===== src/verilog/eiec_cfg.svh =====
`ifndef EIEC_CFG_SVH
`define EIEC_CFG_SVH

// register byte offsets
`define EIEC_OFS_INT_MASK   8'h00
`define EIEC_OFS_EVT_MASK   8'h04
`define EIEC_OFS_RISE_EN    8'h08
`define EIEC_OFS_FALL_EN    8'h0c
`define EIEC_OFS_SW_TRIG    8'h10
`define EIEC_OFS_PEND       8'h14

// channel layout
`define EIEC_NUM_LINES      19
`define EIEC_LOW_GRP_LSB    0
`define EIEC_HIGH_GRP_LSB   8
`define EIEC_GRP_WIDTH      8
`define EIEC_LINE_SVD       16
`define EIEC_LINE_AUTO_WAKE 17
`define EIEC_LINE_PDW       18

// core vector numbers of the outputs
`define EIEC_VEC_SVD        17
`define EIEC_VEC_LOW_GRP    20
`define EIEC_VEC_HIGH_GRP   33
`define EIEC_VEC_PDW        40

// reset value of every register
`define EIEC_REG_RESET      19'h00000

`endif


===== src/verilog/eiec_pkg.sv =====
package eiec_pkg;

    typedef enum logic [1:0]
    {
        EIEC_HTRANS_IDLE   = 2'b00,
        EIEC_HTRANS_BUSY   = 2'b01,
        EIEC_HTRANS_NONSEQ = 2'b10,
        EIEC_HTRANS_SEQ    = 2'b11
    } eiec_htrans_e;

    typedef enum logic [2:0]
    {
        EIEC_R_INT  = 3'b000,
        EIEC_R_EVT  = 3'b001,
        EIEC_R_RISE = 3'b010,
        EIEC_R_FALL = 3'b011,
        EIEC_R_SW   = 3'b100,
        EIEC_R_PEND = 3'b101,
        EIEC_R_NONE = 3'b111
    } eiec_reg_e;

endpackage


===== src/verilog/eiec_bus.sv =====
`include "eiec_cfg.svh"

module eiec_bus
(
    input  wire logic        sys_clk,    // system clock
    input  wire logic        sys_rst,    // async reset, high
    input  wire logic        hsel,       // slave select
    input  wire logic [31:0] haddr,      // byte address
    input  wire logic [1:0]  htrans,     // transfer type
    input  wire logic        hwrite,     // write
    input  wire logic [2:0]  hsize,      // transfer size
    input  wire logic        hready,     // bus ready in
    output logic             wr_en,      // data-phase write strobe
    output logic             rd_en,      // address-phase read take
    output eiec_pkg::eiec_reg_e wr_reg,  // register of the write
    output eiec_pkg::eiec_reg_e rd_reg   // register being read
);

    typedef struct packed
    {
        logic                wr;
        eiec_pkg::eiec_reg_e reg_id;
    } eiec_bus_s;

    eiec_bus_s st;
    eiec_bus_s next_st;
    logic      take;

    function automatic eiec_pkg::eiec_reg_e decode(input logic [31:0] a);
        eiec_pkg::eiec_reg_e r;
        r = eiec_pkg::EIEC_R_NONE;
        if (a[31:8] == 24'h000000 && a[1:0] == 2'b00)
        begin
            case (a[7:0])
                `EIEC_OFS_INT_MASK: r = eiec_pkg::EIEC_R_INT;
                `EIEC_OFS_EVT_MASK: r = eiec_pkg::EIEC_R_EVT;
                `EIEC_OFS_RISE_EN:  r = eiec_pkg::EIEC_R_RISE;
                `EIEC_OFS_FALL_EN:  r = eiec_pkg::EIEC_R_FALL;
                `EIEC_OFS_SW_TRIG:  r = eiec_pkg::EIEC_R_SW;
                `EIEC_OFS_PEND:     r = eiec_pkg::EIEC_R_PEND;
                default:            r = eiec_pkg::EIEC_R_NONE;
            endcase
        end
        return r;
    endfunction

    // hsize is not checked: only full-word transfers are issued
    assign take = hsel && hready && htrans[1];

    always_comb
    begin
        next_st        = st;
        next_st.wr     = take && hwrite;
        next_st.reg_id = decode(haddr);
    end

    always_ff @(posedge sys_clk or posedge sys_rst)
    begin
        if (sys_rst)
        begin
            st.wr     <= 1'b0;
            st.reg_id <= eiec_pkg::EIEC_R_NONE;
        end
        else
            st <= next_st;
    end

    assign wr_en  = st.wr;
    assign wr_reg = st.reg_id;
    assign rd_en  = take && !hwrite;
    assign rd_reg = decode(haddr);

endmodule


===== src/verilog/eiec_sync.sv =====
module eiec_sync
#(
    parameter int WIDTH = 19
)
(
    input  wire logic             sys_clk,   // system clock
    input  wire logic             sys_rst,   // async reset, high
    input  wire logic [WIDTH-1:0] async_in,  // raw channel inputs
    output logic      [WIDTH-1:0] level,     // filtered level
    output logic      [WIDTH-1:0] rise,      // one-cycle rising pulse
    output logic      [WIDTH-1:0] fall       // one-cycle falling pulse
);

    typedef struct packed
    {
        logic [WIDTH-1:0] s1;
        logic [WIDTH-1:0] s2;
        logic [WIDTH-1:0] s3;
        logic [WIDTH-1:0] lvl;
        logic [WIDTH-1:0] rise;
        logic [WIDTH-1:0] fall;
    } eiec_sync_s;

    eiec_sync_s st;
    eiec_sync_s next_st;

    // ----------------------------------------
    // three stages; stage one feeds only stage two
    // ----------------------------------------
    always_comb
    begin
        next_st    = st;
        next_st.s1 = async_in;
        next_st.s2 = st.s1;
        next_st.s3 = st.s2;
        for (int i = 0; i < WIDTH; i++)
        begin
            next_st.rise[i] = 1'b0;
            next_st.fall[i] = 1'b0;
            // accept a change only when stages two and three agree
            if (st.s2[i] == st.s3[i] && st.s3[i] != st.lvl[i])
            begin
                next_st.lvl[i]  = st.s3[i];
                next_st.rise[i] = st.s3[i];   // RQ15
                next_st.fall[i] = ~st.s3[i];  // RQ15
            end
        end
    end

    always_ff @(posedge sys_clk or posedge sys_rst)
    begin
        if (sys_rst)
            st <= '0;
        else
            st <= next_st;
    end

    assign level = st.lvl;
    assign rise  = st.rise;
    assign fall  = st.fall;

    a_one_edge: assert property (@(posedge sys_clk) disable iff (sys_rst) (rise & fall) == '0) // RQ15
        else $error("rise and fall flagged together");

endmodule


===== src/verilog/eiec_top.sv =====
// Functional notes
// RQ1: each channel detects rising, falling or both edges per its enables.
// RQ2: synchronised edge is ORed with the software trigger into one request.
// RQ3: request is ANDed separately with interrupt mask and event mask.
// RQ4: selected edge on interrupt-enabled channel sets its pending flag until cleared.
// RQ5: writing 1 clears a pending flag; writing 0 leaves it.
// RQ6: software trigger with enable set raises interrupt or event without edge.
// RQ7: event-enabled channel pulses the wake event, independent of pending flags.
// RQ8: core-side send-on-pending wake needs software to clear both pending bits.
// RQ9: channels 0-7 drive vector 20, channels 8-15 drive vector 33.
// RQ10: supply-voltage channel drives its own vector 17.
// RQ11: power-delivery wake channel drives its own vector 40.
// RQ12: six control and flag registers reached over the system bus slave.
// RQ13: nineteen channels, all enable bits reset to disabled.
// RQ14: channels 0-15 take selected port pins, 16-18 voltage, auto-wake, power wake.
// RQ15: inputs synchronised; at most one edge per clock, one flag set each.
//
// Decided for this implementation: the placing of the registers and the AHB-Lite register port.
`include "eiec_cfg.svh"

module eiec_top
#(
    parameter int LINES = `EIEC_NUM_LINES
)
(
    input  wire logic             sys_clk,       // system clock, 20 MHz
    input  wire logic             sys_rst,       // async reset, high
    input  wire logic             hsel,          // ahb slave select
    input  wire logic [31:0]      haddr,         // ahb address
    input  wire logic [1:0]       htrans,        // ahb transfer type
    input  wire logic             hwrite,        // ahb write
    input  wire logic [2:0]       hsize,         // ahb size
    input  wire logic [31:0]      hwdata,        // ahb write data
    input  wire logic             hready,        // ahb ready in
    output logic      [31:0]      hrdata,        // ahb read data
    output logic                  hreadyout,     // ahb ready out
    output logic                  hresp,         // ahb response, always okay
    input  wire logic [15:0]      port_pin,      // selected port pins, channels 0-15
    input  wire logic             supply_voltage_detect, // voltage monitor, channel 16
    input  wire logic             auto_wakeup,   // auto-wakeup source, channel 17
    input  wire logic             power_delivery_wake,   // pd wake source, channel 18
    output logic                  low_pin_group_vector,  // core vector 20 request
    output logic                  high_pin_group_vector, // core vector 33 request
    output logic                  svd_vector,    // core vector 17 request
    output logic                  pdw_vector,    // core vector 40 request
    output logic                  wake_event     // one-cycle wake for wait_for_event
);

    // ----------------------------------------
    // state
    // ----------------------------------------
    typedef struct packed
    {
        logic [LINES-1:0] line_int_mask;
        logic [LINES-1:0] line_event_mask;
        logic [LINES-1:0] line_rise_enable;
        logic [LINES-1:0] line_fall_enable;
        logic [LINES-1:0] sw_trigger_bits;
        logic [LINES-1:0] pend;
        logic             rd_pend;
        eiec_pkg::eiec_reg_e rd_reg;
        logic [31:0]      rdata;
        logic             vec_low;
        logic             vec_high;
        logic             vec_svd;
        logic             vec_pdw;
        logic             wake;
    } eiec_top_s;

    eiec_top_s st;
    eiec_top_s next_st;

    logic [LINES-1:0]    ch_in;
    logic [LINES-1:0]    ch_level;
    logic [LINES-1:0]    ch_rise;
    logic [LINES-1:0]    ch_fall;
    logic [LINES-1:0]    edge_req;
    logic [LINES-1:0]    comb_req;
    logic [LINES-1:0]    int_req;
    logic [LINES-1:0]    evt_req;
    logic [LINES-1:0]    sw_new;
    logic [LINES-1:0]    wdata;
    logic                wr_en;
    logic                rd_en;
    eiec_pkg::eiec_reg_e wr_reg;
    eiec_pkg::eiec_reg_e rd_reg;

    function automatic logic [31:0] widen(input logic [LINES-1:0] v);
        logic [31:0] w;
        w = '0;
        w[LINES-1:0] = v;
        return w;
    endfunction

    // ----------------------------------------
    // channel sources and synchroniser
    // ----------------------------------------
    assign ch_in = {power_delivery_wake, auto_wakeup, supply_voltage_detect, port_pin}; // RQ14

    eiec_sync
    #(
        .WIDTH (LINES)
    )
    u_sync
    (
        .sys_clk  (sys_clk),
        .sys_rst  (sys_rst),
        .async_in (ch_in),
        .level    (ch_level),
        .rise     (ch_rise),
        .fall     (ch_fall)
    );

    // ----------------------------------------
    // register bus
    // ----------------------------------------
    eiec_bus u_bus
    (
        .sys_clk (sys_clk),
        .sys_rst (sys_rst),
        .hsel    (hsel),
        .haddr   (haddr),
        .htrans  (htrans),
        .hwrite  (hwrite),
        .hsize   (hsize),
        .hready  (hready),
        .wr_en   (wr_en),
        .rd_en   (rd_en),
        .wr_reg  (wr_reg),
        .rd_reg  (rd_reg)
    );

    assign wdata = hwdata[LINES-1:0];

    // ----------------------------------------
    // request path
    // ----------------------------------------
    // a written software trigger acts in the same cycle as the write lands
    assign sw_new   = (wr_en && wr_reg == eiec_pkg::EIEC_R_SW) ? wdata : '0;
    assign edge_req = (ch_rise & st.line_rise_enable) | (ch_fall & st.line_fall_enable); // RQ1
    assign comb_req = edge_req | sw_new;                                                 // RQ2 RQ6
    assign int_req  = comb_req & st.line_int_mask;                                       // RQ3
    assign evt_req  = comb_req & st.line_event_mask;                                     // RQ3

    always_comb
    begin
        next_st = st;
        if (wr_en)
        begin
            case (wr_reg)
                eiec_pkg::EIEC_R_INT:  next_st.line_int_mask    = wdata;
                eiec_pkg::EIEC_R_EVT:  next_st.line_event_mask  = wdata;
                eiec_pkg::EIEC_R_RISE: next_st.line_rise_enable = wdata;
                eiec_pkg::EIEC_R_FALL: next_st.line_fall_enable = wdata;
                // trigger bits stay readable until the pending flag is cleared
                eiec_pkg::EIEC_R_SW:   next_st.sw_trigger_bits  = st.sw_trigger_bits | wdata;
                eiec_pkg::EIEC_R_PEND:
                begin
                    next_st.pend            = st.pend & ~wdata;            // RQ5
                    next_st.sw_trigger_bits = st.sw_trigger_bits & ~wdata;
                end
                default: next_st.pend = st.pend;
            endcase
        end
        // a new request wins over a clear in the same cycle
        next_st.pend = next_st.pend | int_req; // RQ4
        // ----------------------------------------
        // vector outputs, one request per vector group
        // ----------------------------------------
        next_st.vec_low  = |next_st.pend[`EIEC_LOW_GRP_LSB +: `EIEC_GRP_WIDTH];  // RQ9
        next_st.vec_high = |next_st.pend[`EIEC_HIGH_GRP_LSB +: `EIEC_GRP_WIDTH]; // RQ9
        next_st.vec_svd  = next_st.pend[`EIEC_LINE_SVD];                        // RQ10
        next_st.vec_pdw  = next_st.pend[`EIEC_LINE_PDW];                        // RQ11
        // the auto-wakeup channel feeds the event path and its flag only
        next_st.wake     = |evt_req;                                            // RQ7
        // ----------------------------------------
        // read data, registered in the data phase
        // ----------------------------------------
        next_st.rd_pend = rd_en;
        next_st.rd_reg  = rd_reg;
        next_st.rdata   = '0;
        if (rd_en)
        begin
            case (rd_reg)
                eiec_pkg::EIEC_R_INT:  next_st.rdata = widen(st.line_int_mask);  // RQ12
                eiec_pkg::EIEC_R_EVT:  next_st.rdata = widen(st.line_event_mask);
                eiec_pkg::EIEC_R_RISE: next_st.rdata = widen(st.line_rise_enable);
                eiec_pkg::EIEC_R_FALL: next_st.rdata = widen(st.line_fall_enable);
                eiec_pkg::EIEC_R_SW:   next_st.rdata = widen(st.sw_trigger_bits);
                eiec_pkg::EIEC_R_PEND: next_st.rdata = widen(st.pend);
                default:               next_st.rdata = '0;
            endcase
        end
    end

    always_ff @(posedge sys_clk or posedge sys_rst)
    begin
        if (sys_rst)
        begin
            st.line_int_mask    <= `EIEC_REG_RESET; // RQ13
            st.line_event_mask  <= `EIEC_REG_RESET;
            st.line_rise_enable <= `EIEC_REG_RESET;
            st.line_fall_enable <= `EIEC_REG_RESET;
            st.sw_trigger_bits  <= `EIEC_REG_RESET;
            st.pend             <= `EIEC_REG_RESET;
            st.rd_pend          <= 1'b0;
            st.rd_reg           <= eiec_pkg::EIEC_R_NONE;
            st.rdata            <= 32'h00000000;
            st.vec_low          <= 1'b0;
            st.vec_high         <= 1'b0;
            st.vec_svd          <= 1'b0;
            st.vec_pdw          <= 1'b0;
            st.wake             <= 1'b0;
        end
        else
            st <= next_st;
    end

    // ----------------------------------------
    // outputs from flip-flops, except hreadyout and hresp, which are tied constant
    // ----------------------------------------
    assign hrdata                = st.rdata;
    assign hreadyout             = 1'b1;
    assign hresp                 = 1'b0;
    assign low_pin_group_vector  = st.vec_low;
    assign high_pin_group_vector = st.vec_high;
    assign svd_vector            = st.vec_svd;
    assign pdw_vector            = st.vec_pdw;
    assign wake_event            = st.wake;

    // ----------------------------------------
    // checks
    // ----------------------------------------
    // a flag may only rise after an enabled edge or a software trigger on a masked-in channel
    a_edge_select: assert property (@(posedge sys_clk) disable iff (sys_rst) // RQ1
        ##1 ((st.pend & ~$past(st.pend) & ~$past(st.line_int_mask & (sw_new
            | (ch_rise & st.line_rise_enable) | (ch_fall & st.line_fall_enable)))) == '0))
        else $error("flag set without enabled edge");
    a_flag_set: assert property (@(posedge sys_clk) disable iff (sys_rst) // RQ4
        (int_req != '0) |=> ((st.pend & $past(int_req)) == $past(int_req)))
        else $error("pending flag not set by request");
    a_flag_hold: assert property (@(posedge sys_clk) disable iff (sys_rst) // RQ5
        !(wr_en && wr_reg == eiec_pkg::EIEC_R_PEND) |=> ((st.pend & $past(st.pend)) == $past(st.pend)))
        else $error("pending flag lost without clear");
    a_flag_clear: assert property (@(posedge sys_clk) disable iff (sys_rst) // RQ5
        (wr_en && wr_reg == eiec_pkg::EIEC_R_PEND && int_req == '0) |=> ((st.pend & $past(wdata)) == '0))
        else $error("write one did not clear flag");
    a_sw_int: assert property (@(posedge sys_clk) disable iff (sys_rst) // RQ6
        (wr_en && wr_reg == eiec_pkg::EIEC_R_SW && (wdata & st.line_int_mask) != '0)
        |=> ((st.pend & $past(wdata & st.line_int_mask)) != '0))
        else $error("software trigger raised no interrupt");
    a_wake_evt: assert property (@(posedge sys_clk) disable iff (sys_rst) // RQ7
        (evt_req != '0) |=> wake_event ##1 (!wake_event || $past(evt_req != '0)))
        else $error("event did not pulse wake");
    a_vec_low: assert property (@(posedge sys_clk) disable iff (sys_rst) // RQ9
        ##1 low_pin_group_vector == |st.pend[7:0])
        else $error("low group vector mismatch");
    a_vec_high: assert property (@(posedge sys_clk) disable iff (sys_rst) // RQ9
        ##1 high_pin_group_vector == |st.pend[15:8])
        else $error("high group vector mismatch");
    a_vec_svd: assert property (@(posedge sys_clk) disable iff (sys_rst) // RQ10
        svd_vector == st.pend[16])
        else $error("voltage vector mismatch");
    a_vec_pdw: assert property (@(posedge sys_clk) disable iff (sys_rst) // RQ11
        pdw_vector == st.pend[18])
        else $error("power wake vector mismatch");
    a_read_data: assert property (@(posedge sys_clk) disable iff (sys_rst) // RQ12
        (rd_en && rd_reg == eiec_pkg::EIEC_R_INT) |=> (hrdata == widen($past(st.line_int_mask))))
        else $error("read of interrupt mask wrong");

    c_pin_int:  cover property (@(posedge sys_clk) disable iff (sys_rst) int_req[0] ##1 low_pin_group_vector);
    c_sw_event: cover property (@(posedge sys_clk) disable iff (sys_rst) (sw_new != '0) ##1 wake_event);
    c_clear:    cover property (@(posedge sys_clk) disable iff (sys_rst)
        high_pin_group_vector ##1 (wr_en && wr_reg == eiec_pkg::EIEC_R_PEND) ##1 !high_pin_group_vector);
    c_pdw:      cover property (@(posedge sys_clk) disable iff (sys_rst) pdw_vector);

endmodule

===== config.mk =====
export PLATFORM = sky130hd
export DESIGN_NAME = eiec_top
export DESIGN_NICKNAME = d
export VERILOG_FILES = /design/src/verilog/eiec_pkg.sv /design/src/verilog/eiec_bus.sv /design/src/verilog/eiec_sync.sv /design/src/verilog/eiec_top.sv
export VERILOG_INCLUDE_DIRS = /design/src /design/src/verilog
export SDC_FILE = /design/constraint.sdc
export NUM_CORES = 1
export LEC_CHECK = 0
export BUFFER_PORTS_ARGS = -buffer_cell sky130_fd_sc_hd__buf_2
export CORE_ASPECT_RATIO = 0.6
export CORE_MARGIN = 5
export CORE_UTILIZATION = 43
export DETAILED_ROUTE_END_ITERATION = 7
export SKIP_CTS_REPAIR_TIMING = 1
export SYNTH_ARGS = -nofsm -noshare
export SYNTH_HDL_FRONTEND = slang
export SYNTH_SLANG_ARGS = --single-unit

===== constraint.sdc =====
create_clock -name sys_clk -period 23.3 [get_ports sys_clk]
set_clock_uncertainty 0.15 [all_clocks]
set_input_delay 2.33 -clock sys_clk [delete_from_list [all_inputs] [get_ports sys_clk]]
set_output_delay 2.33 -clock sys_clk [all_outputs]
set_load 0.1 [all_outputs]

==> metrics.csv <==
metric,value,unit
arrival time worst endpoint,4650,ps
"flip-flop count of the largest register, all copies and words added",95,
Pins Over Slew Limit,0,
netlist area before placement,0.0104,mm^2
"Remaining Overflow, GRT",0,
critical path endpoint category,register,
worst hold start,u_sync.next_st[84],
Clock Root Buffer,sky130_fd_sc_hd__clkbuf_16,
Switch Pwr,0.219,mW
worst vdd rail ir drop,0.0496,mV
CTS sink cnt,254,
Post-Syn Area per Cell,12.4,um^2
Max-Cap Viols,0,
Die ar.,0.0275,mm^2
clock tree from TritonCTS,yes,
remaining number of nets flagged by the antenna check after routing,0,
total of warnings raised by yosys,0,
hold violation total from the final report,0,
core box area,0.0240,mm^2
depth of the worst register-to-register path,6,
outcome,"complete, no violations",
gate count of the mapped netlist,841,
switching part of the total power,23.6,%
most frequent standard cell in the layout excluding fill and tap cells,sky130_fd_sc_hd__dfrtp_1,
CTS clock-pin slew for the worst setup and hold paths,60,ps
pin count of the biggest net entering global routing,125,
number of cells on the worst hold path,0,
routed wire length,27.1,mm
sequential group share of total power,49.9,%
H-tree depth reported by CTS,1,
vias in the first global route,6947,
number of enable flip-flop cells after synthesis,0,
post-synthesis to final-layout area growth,14.6,%
Std-Cell Rows,44,
required time at the endpoint of the critical path,23540,ps
largest area contributor in the netlist,sky130_fd_sc_hd__dfrtp_1,
biggest fanout along the worst timing path,17,
Horiz. Die Dim,211,um
RSZ-0062 raised after global routing,false,
die outline height,130,um
register-to-register path setup slack,20230,ps
Total Power Consumption,0.928,mW
drt wl/cell,21.4,um
Total Routing Usage GR,19.4,%
sequential fraction of the synthesis area,61.2,%
type of the tightest min-delay check,reg2reg,
internal power contribution,0.709,mW
startpoint kind of the worst setup timing path,input port,
total iterations of the first detailed-routing run,5,
clock network fraction of total power,44.5,%
share of the cycle needed by the critical path after routing,18.9,%
Main synth FF type,sky130_fd_sc_hd__dfrtp_1,
ys async rst share,100,%
"commonest cells after routing, fill and taps aside","sky130_fd_sc_hd__dfrtp_1, sky130_fd_sc_hd__buf_2, sky130_fd_sc_hd__mux2_2",
DR vias,7202,
wire length of the first global-routing pass,41.1,mm
number of buffers created by CTS,24,
final estimated routing congestion in global placement,0.877,
number of buffer cells added on primary ports,99,
crit path cell chain,buf_2 > nor2b_1 > buf_4 > nand2_1 > o22a_1 > a21oi_1,
drt via density,5.70,
register bit total from synthesis,254,
Critical Setup Path Class,in2reg,
setup TNS after final layout,0,ps
fraction of final layout cells sized beyond drive strength 1,27.4,%
I/O pin count,132,
HPWL after detailed placement,18.0,mm
DRC violation count after routing,0,
post-route minimum period,4410,ps
Total Nets Final,1016,
post-synthesis cell type count,44,
Diodes inserted,0,
standard cell with the maximum stage delay on the critical path,sky130_fd_sc_hd__nor2b_1,
source of the worst register-to-register timing path,u_bus.wr_reg[1],
Static Leakage,5.35,nW
WHS Endpoint,u_sync.next_st[65],
terminus of the critical flop-to-flop path,high_pin_group_vector,
maximum single-stage delay on the critical path,830,ps
initial cell density of the core,43.3,%
Max Buffers Root-to-Sink,3,
part of the total power dissipated in combinational logic,5.6,%
actual transition at the worst max-transition pin,1170,ps
clock latency at the later pin of the worst-skew pair,530,ps
iteration-0 DRC count of the detailed router,628,
proportion of netlist area held by the largest area contributor,60.4,%
achievable clock frequency,227,MHz
top register by number of flip-flops,st,
initial antenna violation count,0,
ratio of total power to cell area,77.9,mW/mm^2
Slew HR,22.0,%
final count of negative-setup-slack endpoints,0,
synth top area cells,"sky130_fd_sc_hd__dfrtp_1, sky130_fd_sc_hd__mux2_2, sky130_fd_sc_hd__nand2_1, sky130_fd_sc_hd__a22oi_1, sky130_fd_sc_hd__buf_4",
==> final cells by class <==
class | instances | area (um^2)
Clock inverter | 15 | 169
Timing Repair Buffer | 115 | 616
Sequential cell | 254 | 6360
Clock buffer | 29 | 671
Fill cell | 2155 | 12100
Multi-Input combinational cell | 519 | 3650
Tap cell | 322 | 403
Inverter | 9 | 41.3
==> cells in the mapped netlist (11+ instances only) <==
master and n:
sky130_fd_sc_hd__a21oi_1 23, sky130_fd_sc_hd__a22o_1 28, sky130_fd_sc_hd__a22oi_1 36, sky130_fd_sc_hd__a31oi_1 24, sky130_fd_sc_hd__buf_4 34, sky130_fd_sc_hd__clkbuf_1 28
sky130_fd_sc_hd__dfrtp_1 251, sky130_fd_sc_hd__maj3_1 12, sky130_fd_sc_hd__mux2_2 82, sky130_fd_sc_hd__mux2i_1 14, sky130_fd_sc_hd__nand2_1 77, sky130_fd_sc_hd__nand3_1 26
sky130_fd_sc_hd__nand4b_1 16, sky130_fd_sc_hd__nor2_1 31, sky130_fd_sc_hd__nor3b_1 22, sky130_fd_sc_hd__nor4_1 11, sky130_fd_sc_hd__o21ai_0 50
==> worst max-delay path by stage <==
| stage | start | to | slack (ps) | cells past startpoint |
|---|---|---|---|---|
| CTS | sys_rst | u_sync.st[61] | 18840 | 4 |
| detailed placement | sys_rst | u_sync.next_st[79] | 18280 | 4 |
| global route | sys_rst | u_sync.next_st[78] | 18540 | 4 |
| finish | haddr[4] | hrdata[2] | 18890 | 6 |
| global placement | sys_rst | u_sync.next_st[79] | 18300 | 4 |
| floorplan | sys_rst | asynchronous set/reset pin | 13840 | 1 |
==> metal layers <==
layer / global-route usage [%] / share of wire [%] / vias up
met5: 0 / 0 / -
met4: 3.89 / 2.0 / 0
met3: 7.30 / 12 / 44
met2: 26.1 / 40 / 386
met1: 29.9 / 46 / 3555
li1: - / - / 3217
==> power by group through the flow <==
| stage | combinational, mW | sequential [mW] | clock, mW |
|---|---|---|---|
| after global placement | 0.0514 | 0.471 | 0 |
| after detailed placement | 0.0520 | 0.472 | 0 |
| after floorplan | 0.0346 | 0.470 | 0 |
| final | 0.0517 | 0.463 | 0.413 |
| after global routing | 0.0568 | 0.465 | 0.443 |
| after CTS | 0.0521 | 0.463 | 0.425 |
==> cells by family after synthesis <==
group / share of synthesized area, %
DFF: 61.2
and+or+nand+nor: 10.4
AOI/OAI and AO/OA: 12.5
muxes: 10.4
buffers and inverters: 4.32
adders and majority gates: 1.16
other: 0.0723
==> critical path, delay by kind of cell <==
family                 cells  cell delay [ps]
and+or+nand+nor            2             1070
buffers and inverters      2              660
AOI/OAI and AO/OA          2              580
==> per-stage QoR <==
step | setup WS, ps | instances | hold WS (ps) | instance area, um^2 | utilization (%)
finish | 18890 | 1263 | 197 | 11900 | 49.6
global route | 18540 | 1263 | 203 | 11900 | 49.6
CTS | 18840 | 1263 | 199 | 11900 | 49.6
detailed placement | 18280 | 1219 | 185 | 11100 | 46.1
global placement | 18300 | 1219 | 183 | 11100 | 46.1
floorplan | 13840 | 854 | 181 | 10400 | -
No activity file was read; power rests on OpenSTA's default activity.
